`src/logic/ima_pkg.sv`:
```
package ima_pkg;
   localparam int          IMA_DATA_W       = 32;
   localparam int          IMA_REGNUM_W     = 4;
   // latency figures in core cycles
   localparam int          IMA_BASE_CYCLES  = 6;
   localparam int          IMA_MAX_EARLY    = 3;
   localparam int          IMA_MIN_CYCLES   = IMA_BASE_CYCLES - IMA_MAX_EARLY;
   localparam logic [2:0]  IMA_CNT_RST      = 3'h0;
   localparam logic [31:0] IMA_RESULT_RST   = 32'h0000_0000;
   // register-number field of the program counter
   localparam logic [3:0]  IMA_PC_REGNUM    = 4'hf;
   // early-exit widths of the second multiplicand, in bits
   localparam int          IMA_SIG_W1       = 8;
   localparam int          IMA_SIG_W2       = 16;
   localparam int          IMA_SIG_W3       = 24;
   // register map of the plain software port
   localparam logic [3:0]  IMA_ADDR_CTRL    = 4'h0;
   localparam logic [3:0]  IMA_ADDR_STATUS  = 4'h4;
   localparam logic [3:0]  IMA_ADDR_RESULT  = 4'h8;
   localparam logic [3:0]  IMA_ADDR_COUNT   = 4'hc;
   localparam int          IMA_CTRL_EARLY_B = 0;
   typedef enum logic [1:0] {IMA_IDLE, IMA_BUSY, IMA_DONE} ima_state_e;
endpackage

```
`src/logic/ima_core.sv`:
```
// Decided for this implementation: the placing of the registers and the address-and-strobe port.
`timescale 1ns/1ps
// Functional notes
// - an operation whose condition is false writes neither the destination nor the flags.
// - the plain multiply writes the product of the two multiplicands to the destination.
// - the addend field is ignored for a plain multiply and the producer should encode it as zero.
// - the accumulate variant adds the addend to the product and writes that sum.
// - only the low 32 bits are produced, which are the same for signed and unsigned operands.
// - flags change only when the flag-update bit is set.
// - on a flag update negative takes bit 31 of the result.
// - on a flag update zero is set exactly when the result is zero.
// - on a flag update carry is meaningless and overflow stays unchanged.
// - an operation takes no fewer than 3 and no more than 6 cycles.
// - base latency is 6 with no extra cost for accumulate, shortened by 0 to 3 for early exit.
module ima_core
   import ima_pkg::*;
(
   input  wire logic                    clk_in,
   input  wire logic                    sys_rst_in,
   // issue port from the decoder
   input  wire logic                    start_in,
   input  wire logic                    cond_pass_in,
   input  wire logic                    accumulate_in,
   input  wire logic                    set_flags_in,
   input  wire logic [IMA_REGNUM_W-1:0] dest_num_in,
   input  wire logic [IMA_DATA_W-1:0]   mult_src_a_in,
   input  wire logic [IMA_DATA_W-1:0]   mult_src_b_in,
   input  wire logic [IMA_DATA_W-1:0]   addend_reg_in,
   input  wire logic                    flag_v_in,
   // plain software port
   input  wire logic [3:0]              sw_addr_in,
   input  wire logic [31:0]             sw_wdata_in,
   input  wire logic                    sw_wr_in,
   input  wire logic                    sw_rd_in,
   output logic      [31:0]             sw_rdata_out,
   // result to register file and flag logic
   output logic                         busy_out,
   output logic                         done_out,
   output logic                         wr_en_out,
   output logic      [IMA_REGNUM_W-1:0] wr_num_out,
   output logic      [IMA_DATA_W-1:0]   result_out,
   output logic                         flags_wr_out,
   output logic                         flag_n_out,
   output logic                         flag_z_out,
   output logic                         flag_c_out,
   output logic                         flag_v_out
);
   localparam logic [2:0] BASE_CNT = 3'(IMA_BASE_CYCLES);

   ima_state_e                  state_reg,    state_next;
   logic [2:0]                  cnt_reg,      cnt_next;
   logic [IMA_DATA_W-1:0]       acc_reg,      acc_next;
   logic                        sf_reg,       sf_next;
   logic                        vsave_reg,    vsave_next;
   logic [IMA_REGNUM_W-1:0]     dnum_reg,     dnum_next;
   logic                        early_en_reg, early_en_next;
   logic [IMA_DATA_W-1:0]       last_res_reg, last_res_next;
   logic [2:0]                  last_cnt_reg, last_cnt_next;
   logic [31:0]                 rdata_next;
   logic                        busy_next,    done_next,  wr_en_next, flags_wr_next;
   logic [IMA_REGNUM_W-1:0]     wr_num_next;
   logic [IMA_DATA_W-1:0]       result_next;
   logic                        n_next,       z_next,     c_next,     v_next;
   logic [1:0]                  save;
   logic [IMA_DATA_W-1:0]       product;
   logic                        issue;

   ima_sig_width #(
      .W        (IMA_DATA_W)
   ) u_sig (
      .value_in (mult_src_b_in),
      .save_out (save)
   );

   // unsigned product truncated; low word is sign-agnostic
   assign product = IMA_DATA_W'(mult_src_a_in * mult_src_b_in);
   // a false condition never leaves idle, so nothing is written
   assign issue   = start_in & cond_pass_in & (state_reg == IMA_IDLE);

   // sequencer: the result is computed at issue and held, so the
   // countdown models latency only; cheaper than an iterative array
   always_comb begin
      state_next    = state_reg;
      cnt_next      = cnt_reg;
      acc_next      = acc_reg;
      sf_next       = sf_reg;
      vsave_next    = vsave_reg;
      dnum_next     = dnum_reg;
      last_res_next = last_res_reg;
      last_cnt_next = last_cnt_reg;
      busy_next     = 1'b0;
      done_next     = 1'b0;
      wr_en_next    = 1'b0;
      flags_wr_next = 1'b0;
      wr_num_next   = wr_num_out;
      result_next   = result_out;
      n_next        = flag_n_out;
      z_next        = flag_z_out;
      c_next        = flag_c_out;
      v_next        = flag_v_out;
      unique case (state_reg)
         IMA_IDLE: begin
            if (issue) begin
               // addend is simply not used on the plain form
               acc_next   = accumulate_in ? product + addend_reg_in : product;
               sf_next    = set_flags_in;
               vsave_next = flag_v_in;
               dnum_next  = dest_num_in;
               // 6 cycles total including the done cycle, less the early-exit saving when enabled; same for accumulate
               cnt_next   = BASE_CNT - 3'h2 - (early_en_reg ? {1'b0, save} : 3'h0);
               last_cnt_next = BASE_CNT - (early_en_reg ? {1'b0, save} : 3'h0);
               busy_next  = 1'b1;
               state_next = IMA_BUSY;
            end
         end
         IMA_BUSY: begin
            busy_next = 1'b1;
            if (cnt_reg == IMA_CNT_RST) begin
               state_next = IMA_DONE;
            end else begin
               cnt_next = cnt_reg - 3'h1;
            end
         end
         IMA_DONE: begin
            // busy drops together with the write so dependants stall until here
            done_next     = 1'b1;
            wr_en_next    = 1'b1;
            wr_num_next   = dnum_reg;
            result_next   = acc_reg;
            last_res_next = acc_reg;
            if (sf_reg) begin
               flags_wr_next = 1'b1;
               n_next = acc_reg[IMA_DATA_W-1];
               z_next = (acc_reg == IMA_RESULT_RST);
               c_next = 1'b0;
               v_next = vsave_reg;
            end
            state_next = IMA_IDLE;
         end
         // the unused fourth code falls back to idle rather than hanging
         default: state_next = IMA_IDLE;
      endcase
   end

   // software port: control is writable, the rest read-only
   always_comb begin
      early_en_next = early_en_reg;
      rdata_next    = 32'h0000_0000;
      if (sw_wr_in && sw_addr_in == IMA_ADDR_CTRL)
         early_en_next = sw_wdata_in[IMA_CTRL_EARLY_B];
      if (sw_rd_in) begin
         unique case (sw_addr_in)
            IMA_ADDR_CTRL:   rdata_next = {31'h0, early_en_reg};
            IMA_ADDR_STATUS: rdata_next = {30'h0, state_reg == IMA_DONE, busy_out};
            IMA_ADDR_RESULT: rdata_next = last_res_reg;
            IMA_ADDR_COUNT:  rdata_next = {29'h0, last_cnt_reg};
            default:         rdata_next = 32'h0000_0000; // unmapped reads zero
         endcase
      end
   end

   // all state and every output registered here
   always_ff @(posedge clk_in) begin
      if (sys_rst_in) begin
         state_reg    <= IMA_IDLE;
         cnt_reg      <= IMA_CNT_RST;
         acc_reg      <= IMA_RESULT_RST;
         sf_reg       <= 1'b0;
         vsave_reg    <= 1'b0;
         dnum_reg     <= '0;
         early_en_reg <= 1'b1;
         last_res_reg <= IMA_RESULT_RST;
         last_cnt_reg <= IMA_CNT_RST;
         sw_rdata_out <= 32'h0000_0000;
         busy_out     <= 1'b0;
         done_out     <= 1'b0;
         wr_en_out    <= 1'b0;
         wr_num_out   <= '0;
         result_out   <= IMA_RESULT_RST;
         flags_wr_out <= 1'b0;
         flag_n_out   <= 1'b0;
         flag_z_out   <= 1'b0;
         flag_c_out   <= 1'b0;
         flag_v_out   <= 1'b0;
      end else begin
         state_reg    <= state_next;
         cnt_reg      <= cnt_next;
         acc_reg      <= acc_next;
         sf_reg       <= sf_next;
         vsave_reg    <= vsave_next;
         dnum_reg     <= dnum_next;
         early_en_reg <= early_en_next;
         last_res_reg <= last_res_next;
         last_cnt_reg <= last_cnt_next;
         sw_rdata_out <= rdata_next;
         busy_out     <= busy_next;
         done_out     <= done_next;
         wr_en_out    <= wr_en_next;
         wr_num_out   <= wr_num_next;
         result_out   <= result_next;
         flags_wr_out <= flags_wr_next;
         flag_n_out   <= n_next;
         flag_z_out   <= z_next;
         flag_c_out   <= c_next;
         flag_v_out   <= v_next;
      end
   end
endmodule

```
`src/logic/ima_sig_width.sv`:
```
`timescale 1ns/1ps
// counts how many cycles early termination may save for one multiplicand
module ima_sig_width
   import ima_pkg::*;
#(
   parameter int W = 32
) (
   input  wire logic [W-1:0] value_in,
   output logic      [1:0]   save_out
);
   // a byte group is insignificant when it is pure sign extension
   function automatic logic sign_ext(input logic [W-1:0] v, input int n);
      logic ones;
      logic zeros;
      ones  = 1'b1;
      zeros = 1'b1;
      for (int i = n - 1; i < W; i++) begin
         ones  = ones & v[i];
         zeros = zeros & ~v[i];
      end
      return ones | zeros;
   endfunction

   always_comb begin
      if (sign_ext(value_in, IMA_SIG_W1))
         save_out = 2'h3;
      else if (sign_ext(value_in, IMA_SIG_W2))
         save_out = 2'h2;
      else if (sign_ext(value_in, IMA_SIG_W3))
         save_out = 2'h1;
      else
         save_out = 2'h0;
   end
endmodule

```
`config.mk`:
```
export PLATFORM = sky130hd
export DESIGN_NAME = ima_core
export DESIGN_NICKNAME = d
export VERILOG_FILES = /design/src/logic/ima_pkg.sv /design/src/logic/ima_core.sv /design/src/logic/ima_sig_width.sv
export SDC_FILE = /design/constraint.sdc
export NUM_CORES = 1
export LEC_CHECK = 0
export BUFFER_PORTS_ARGS = -buffer_cell sky130_fd_sc_hd__buf_2
export CORE_UTILIZATION = 46
export CTS_BUF_LIST = sky130_fd_sc_hd__clkbuf_8
export CTS_CLUSTER_DIAMETER = 80
export CTS_CLUSTER_SIZE = 30
export DETAILED_ROUTE_END_ITERATION = 8
export SYNTH_ARGS = -nofsm -noshare
export SYNTH_HDL_FRONTEND = slang
export SYNTH_HIERARCHICAL = 1
export SYNTH_SLANG_ARGS = --single-unit
```
`constraint.sdc`:
```
create_clock -name clk_in -period 19.7 [get_ports clk_in]
set_clock_uncertainty 0.05 [all_clocks]
set_input_delay 2.955 -clock clk_in [delete_from_list [all_inputs] [get_ports clk_in]]
set_output_delay 2.955 -clock clk_in [all_outputs]
set_load 0.05 [all_outputs]
```
### After elaboration in Yosys (flattened, before gate mapping)

Cells that the tools add are included.

| storage, ports and cells | value |
|---|---|
| output and inout bits | 76 |
| bits in read-only memories | 0 |
| latch bits | 0 |
| bits of input ports | 145 |
| memories kept | 0 |
| memory bits (writable) | 0 |
| register bits after elaboration | 121 |

| cells by class | value |
|---|---|
| muxes and demuxes | 16 |
| reduce and logical (&&, ||, !) cells | 12 |
| shift-type cells | 0 |
| eq/ne operators | 8 |
| bitwise operators | 128 |
| $mul | 1 |
| add/sub/neg operators | 4 |
| magnitude comparators | 0 |
| div/mod/pow operators | 0 |

Operators by type and width:

| cell | count |
|---|---|
| 32-bit case mux with 4 select lines | 1 |
| 1-bit bitwise AND | 98 |
| 32-bit adder | 1 |
| 32-bit logical NOT | 1 |
| 32-bit by 32-bit multiplier with 32-bit output | 1 |
| 32-bit two-way mux | 1 |
| 1-bit NOT | 27 |
| 2-bit two-way mux | 5 |
| 4-bit == test (second input constant) | 2 |
| 3-bit two-way mux | 2 |
| 2-bit inequality test (second input constant) | 3 |
| 3-bit case mux with 2 select lines | 1 |
| 2-bit AND reduction | 3 |
| 4-bit by 3-bit == test with 1-bit output (second input constant) | 1 |
| 4-bit logical NOT | 1 |
| 1-bit two-way mux | 4 |
| 2-bit case mux with 2 select lines | 1 |
| 2-bit OR reduction | 2 |
| 3-bit logical NOT | 1 |
| 1-bit bitwise OR | 3 |
| 3-bit AND reduction | 1 |
| 3-bit by 1-bit subtractor with 3-bit output (second input constant) | 1 |
| 3-bit by 2-bit subtractor with 3-bit output (first input constant) | 1 |
| 3-bit subtractor (first input constant) | 1 |
| other kinds (6) | 6 |

### Logic depth before layout (Yosys ltp)

| depth | value |
|---|---|
| word-level depth | 31 |
| depth in mapped cells | 40 |
| gate-level depth less buffers | 36 |

### Hierarchy

Netlist, hierarchy kept.

Modules (own cells, without submodules):

| module | instances | cells each | area each (um^2) |
|---|---|---|---|
| ima_core | 1 | 2491 | 21916.0 |
| ima_sig_width | 1 | 28 | 162.7 |

### Least setup slack after synthesis

OpenSTA, ideal clock, no wires.

| timing | value |
|---|---|
| path type | input to register |
| from | input mult_src_b_in[3] |
| to | register acc_reg[31] |
| setup time | 0.086 ns |
| arrival | 10.936 ns |
| cell stages on the path | 37 |
| path slack | 8.629 ns |
| path buffers | 4 |
| path through | clkbuf_1 > clkbuf_1 > and2_1 > fa_1 > inv_1 > fa_1 > fa_1 > fa_1 > inv_1 > fa_1 > inv_1 > fa_1 > inv_1 > fa_1 > fa_1 > ha_1 > buf_2 > a21oi_1 > o21a_1 > o31ai_1 > a21oi_1 > o41ai_4 > a41oi_2 > a21bo_2 > nor2b_1 > xnor2_1 > ha_1 > clkbuf_1 > nand2_1 > nand2b_1 > a21o_1 > a21oi_1 > o21ai_0 > nor3_1 > xnor2_1 > xnor2_1 > a211oi_1 |

| between the ends | value |
|---|---|
| longest elaborated chain between the ends | 3 |

Ends and longest elaborated chain:

| element | RTL line | source |
|---|---|---|
| start: declaration | ima_core.sv:27 | `input wire logic [IMA_DATA_W-1:0] mult_src_b_in,` |
| 32-bit by 32-bit multiplier with 32-bit output * | ima_core.sv:76 | `assign product = IMA_DATA_W'(mult_src_a_in * mult_src_b_in);` |
| 32-bit adder | ima_core.sv:105 | `acc_next = accumulate_in ? product + addend_reg_in : product;` |
| 32-bit two-way mux * | ima_core.sv:105 |  |
| end signal: assignment | ima_core.sv:188 | `acc_reg <= acc_next;` |
| end: declaration | ima_core.sv:52 | `logic [IMA_DATA_W-1:0] acc_reg, acc_next;` |

Mark *: on every way between the ends. The rest lies on a longest branch, timed or not.
A chain may end at the register's enable or synchronous reset.

### Worst setup path in the final report

| timing | value |
|---|---|
| from | input mult_src_a_in[5] |
| to | register acc_reg[30] |

| between the ends | value |
|---|---|
| longest elaborated chain between the ends | 3 |

Ends and longest elaborated chain:

| element | RTL line | source |
|---|---|---|
| start: declaration | ima_core.sv:26 | `input wire logic [IMA_DATA_W-1:0] mult_src_a_in,` |
| 32-bit by 32-bit multiplier with 32-bit output * | ima_core.sv:76 |  |
| 32-bit adder | ima_core.sv:105 |  |
| 32-bit two-way mux * | ima_core.sv:105 |  |

Marks and branches as above.

==> summary.txt <==
Floorplanning
  • Initial Util: 0.470
  • Top Ports: 221
  • Die area: 0.0489 mm2
  • Row cnt: 79
  • Die H: 221 um
  • Core Box Area: 0.0470 mm2
  • Die width: 221 um

Setup path
  • WP data arrival: 11,960 ps
  • WS Path Type: in -> reg
  • WP data required: 19,970 ps
  • Critical path startpoint category: input port
  • Peak fanout along the critical path: 27
  • FF-to-FF setup slack: 17,650 ps
  • CP peak stage delay: 660 ps
  • CP dominant cell by count: fa_1
  • Critical path's slowest cell: buf_2
  • Crit. End Element: register

Global routing
  • Total track usage: 0.256
  • Initial antenna violation count: 1
  • Global-route wire length before repair: 97.9 mm
  • Largest net degree at the start of global routing: 91
  • Number of global-route vias before repair: 18,000
  • GRT overflow: 0

Clock tree
  • Clk buf depth: 2
  • H-tree Lvls: 4
  • Skew-Pair Late Insertion Delay: 430 ps
  • Number of post-CTS setup repair buffers: 0
  • CTS Sinks: 121
  • Post-cts sizing count: 0
  • Clk root buf: clkbuf_8
  • Clock-pin transition on the worst setup and hold timing paths: 70 ps
  • CTS tree: done
  • CTS Hold Bufs: 0
  • Cts bufs inserted: 17

Synthesis
  • Synth Area in Compound Gates: 0.0868
  • Simple-gate share of the synthesized area: 0.196
  • Mux share of post-synthesis cell area: 0.00839
  • Main flop type after synthesis: dfxtp_1
  • Flops & latches, synth: 121
  • Mean cell area of the mapped netlist: 8.76 um2
  • Largest family of logic cells by synthesized area: adder cells
  • Mapped cell area: 0.0221 mm2
  • Ys Warns: 6
  • Syn_nets: 3,233
  • Number of enable-type register cells in the synthesized netlist: 0
  • Netlist cell types: 79
  • Post-Synth Adder-Cell Area: 0.462
  • Synth Area in XOR/XNOR: 0.0436
  • Sequential share of the synthesized area: 0.110
  • Cells after synthesis: 2,519
  • Synth async-reset ratio: 0

Routing
  • WL final: 61.3 mm
  • Initial DRC Count: 990
  • Via/cell ratio: 5.38
  • Number of remaining DRC errors: 0
  • Top sig layer: met4
  • Met1 Wirelength: 26.6 mm
  • Via count: 17,400
  • Met2 wire length: 29.4 mm
  • Met3 Wirelength: 3.55 mm
  • Routed Antenna Nets: 0
  • Routed len/inst: 19.0 um
  • DR pass1 iterations: 5

Place
  • GPL Wtd Cong: 0.894
  • Hpwl dp: 46.4 mm
  • Port Buf Inserts: 188

Final layout
  • P&R area growth vs syn: 7.75%
  • Share of cells above drive strength 1: 0.102
  • Layout net count: 3,317
  • Fillers: 4,521

Hold path
  • HP Class: reg -> reg

Timing
  • Unrepaired setup endpoints after global routing: no
  • Least-Margin Pin Slew: 950 ps
  • Worst rel slew slack: 0.366
  • Period utilisation layout: 0.593
  • Setup-failing EPs final: 0
  • Fin. max-slew vios: 0
  • Max Freq: 0.0856 GHz
  • Setup_tns: 0 ps
  • Min cycle time layout: 11,690 ps
  • Final hold slack: 404 ps
  • Hold Vio Cnt, Final: 0

Flow run
  • Max Cap Violations: 0

Outcome
  • Outcome: finished clean
==> per-layer routing <==
metal,vias to the layer above,global-route usage
li1,7891,-
met1,8806,0.340
met2,558,0.435
met3,95,0.0317
met4,0,0.0785
met5,-,0
==> cells by family after synthesis <==
family	count (synthesis)
XOR/XNOR	109
AND/OR/NAND/NOR	879
multiplexers	17
other	1
AO/OA/AOI/OAI	276
flip-flops	121
buffers and inverters	547
adder cells (fa/ha/maj)	569
==> cells in the mapped netlist, drive strengths merged, types with 2 or more instances <==
library cell    n  area [um2]
inv           414        1550
fa            409        8190
nand2         392        1470
and2          313        1960
ha            160        2000
dfxtp         121        2420
clkbuf        116         437
a21oi         112         587
xnor2          86         761
nor2           78         295
o21ai          36         184
a211oi         34         265
a21o           29         219
xor2           23         201
buf            17        88.8
nor3           16        80.1
nand4          15        93.8
nor4           15         100
mux2i          14         140
nand3          13        70.1
o21a           11        82.6
nand2b         10        62.6
nor2b           8        50.1
and3            7        43.8
a311oi          5        43.8
o211ai          5        37.5
o21bai          5        37.5
a2111oi         4        66.3
a221oi          4        58.8
o31ai           4        30.0
a31oi           3        18.8
o41ai           3        71.3
or2             3        21.3
or3             3        18.8
a211o           2        17.5
a22oi           2        15.0
a2bb2oi         2        17.5
a31o            2        17.5
mux2            2        22.5
nor4b           2        17.5
o31a            2        17.5
==> path summary, 6_finish.rpt <==
path | from | to | cells past startpoint
setup / recovery | mult_src_a_in[5] | acc_reg[30] | 32
hold / removal | dnum_reg[0] | wr_num_out[0] | 2
setup reg to reg | state_reg[1] | acc_reg[17] | 6
hold reg to reg | dnum_reg[0] | wr_num_out[0] | 2
==> cells in the final DEF (no fill, tap or decap), types with 3 or more instances in the layout <==
| cell type | instances |
|---|---|
| nor2_1 | 77 |
| clkinv_4 | 4 |
| o31ai_1 | 4 |
| clkbuf_8 | 19 |
| o21bai_1 | 5 |
| o21ai_1 | 10 |
| nand3_1 | 12 |
| and3_1 | 6 |
| mux2i_1 | 14 |
| or3_1 | 3 |
| xnor2_1 | 85 |
| nor3_1 | 16 |
| a21oi_1 | 107 |
| o21ai_0 | 25 |
| buf_2 | 188 |
| a21o_1 | 28 |
| inv_1 | 414 |
| ha_1 | 160 |
| nand4_1 | 15 |
| nor4_1 | 14 |
| a21oi_2 | 4 |
| a211oi_1 | 32 |
| nor2b_1 | 7 |
| xor2_1 | 23 |
| fa_1 | 409 |
| nand2b_1 | 10 |
| a31oi_1 | 3 |
| and2_1 | 312 |
| dfxtp_1 | 121 |
| bufinv_16 | 4 |
| buf_4 | 10 |
| a311oi_1 | 5 |
| o21a_1 | 11 |
| o211ai_1 | 5 |
| nand2_1 | 392 |
==> critical path, delay by kind of cell <==
kind,cells,cell delay (ps)
xor+xnor,1,460
buf+inv,5,900
mux,1,160
fa+ha+maj,10,3920
simple gates,3,820
compound gates,12,2740
==> layout make-up <==
type | instances | area, um2 | area share
multi-input cells | 1851 | 17600 | 0.739
flip-flops and latches | 121 | 2420 | 0.102
inverters | 414 | 1550 | 0.0653
repair buffers | 198 | 1020 | 0.0427
well taps | 607 | 759 | 0.0319
clock buffers | 19 | 262 | 0.0110
clock inverters | 13 | 193 | 0.00810
diodes | 1 | 2.50 | 0.000105
==> metrics by stage <==
stage | instances | area (um2) | setup slack (ps) | utilization
final | 3224 | 23800 | 8010 | 0.507
after global routing | 3224 | 23800 | 7630 | 0.507
after CTS | 3223 | 23800 | 8120 | 0.507
after detailed placement | 3191 | 23300 | 7680 | 0.497
after global placement | 3191 | 23300 | 7790 | 0.497
after floorplan | 2519 | 22100 | 8630 | -
Power is not shown: default switching activity piles up to over one toggle a cycle in this logic, so the estimate is an artifact.
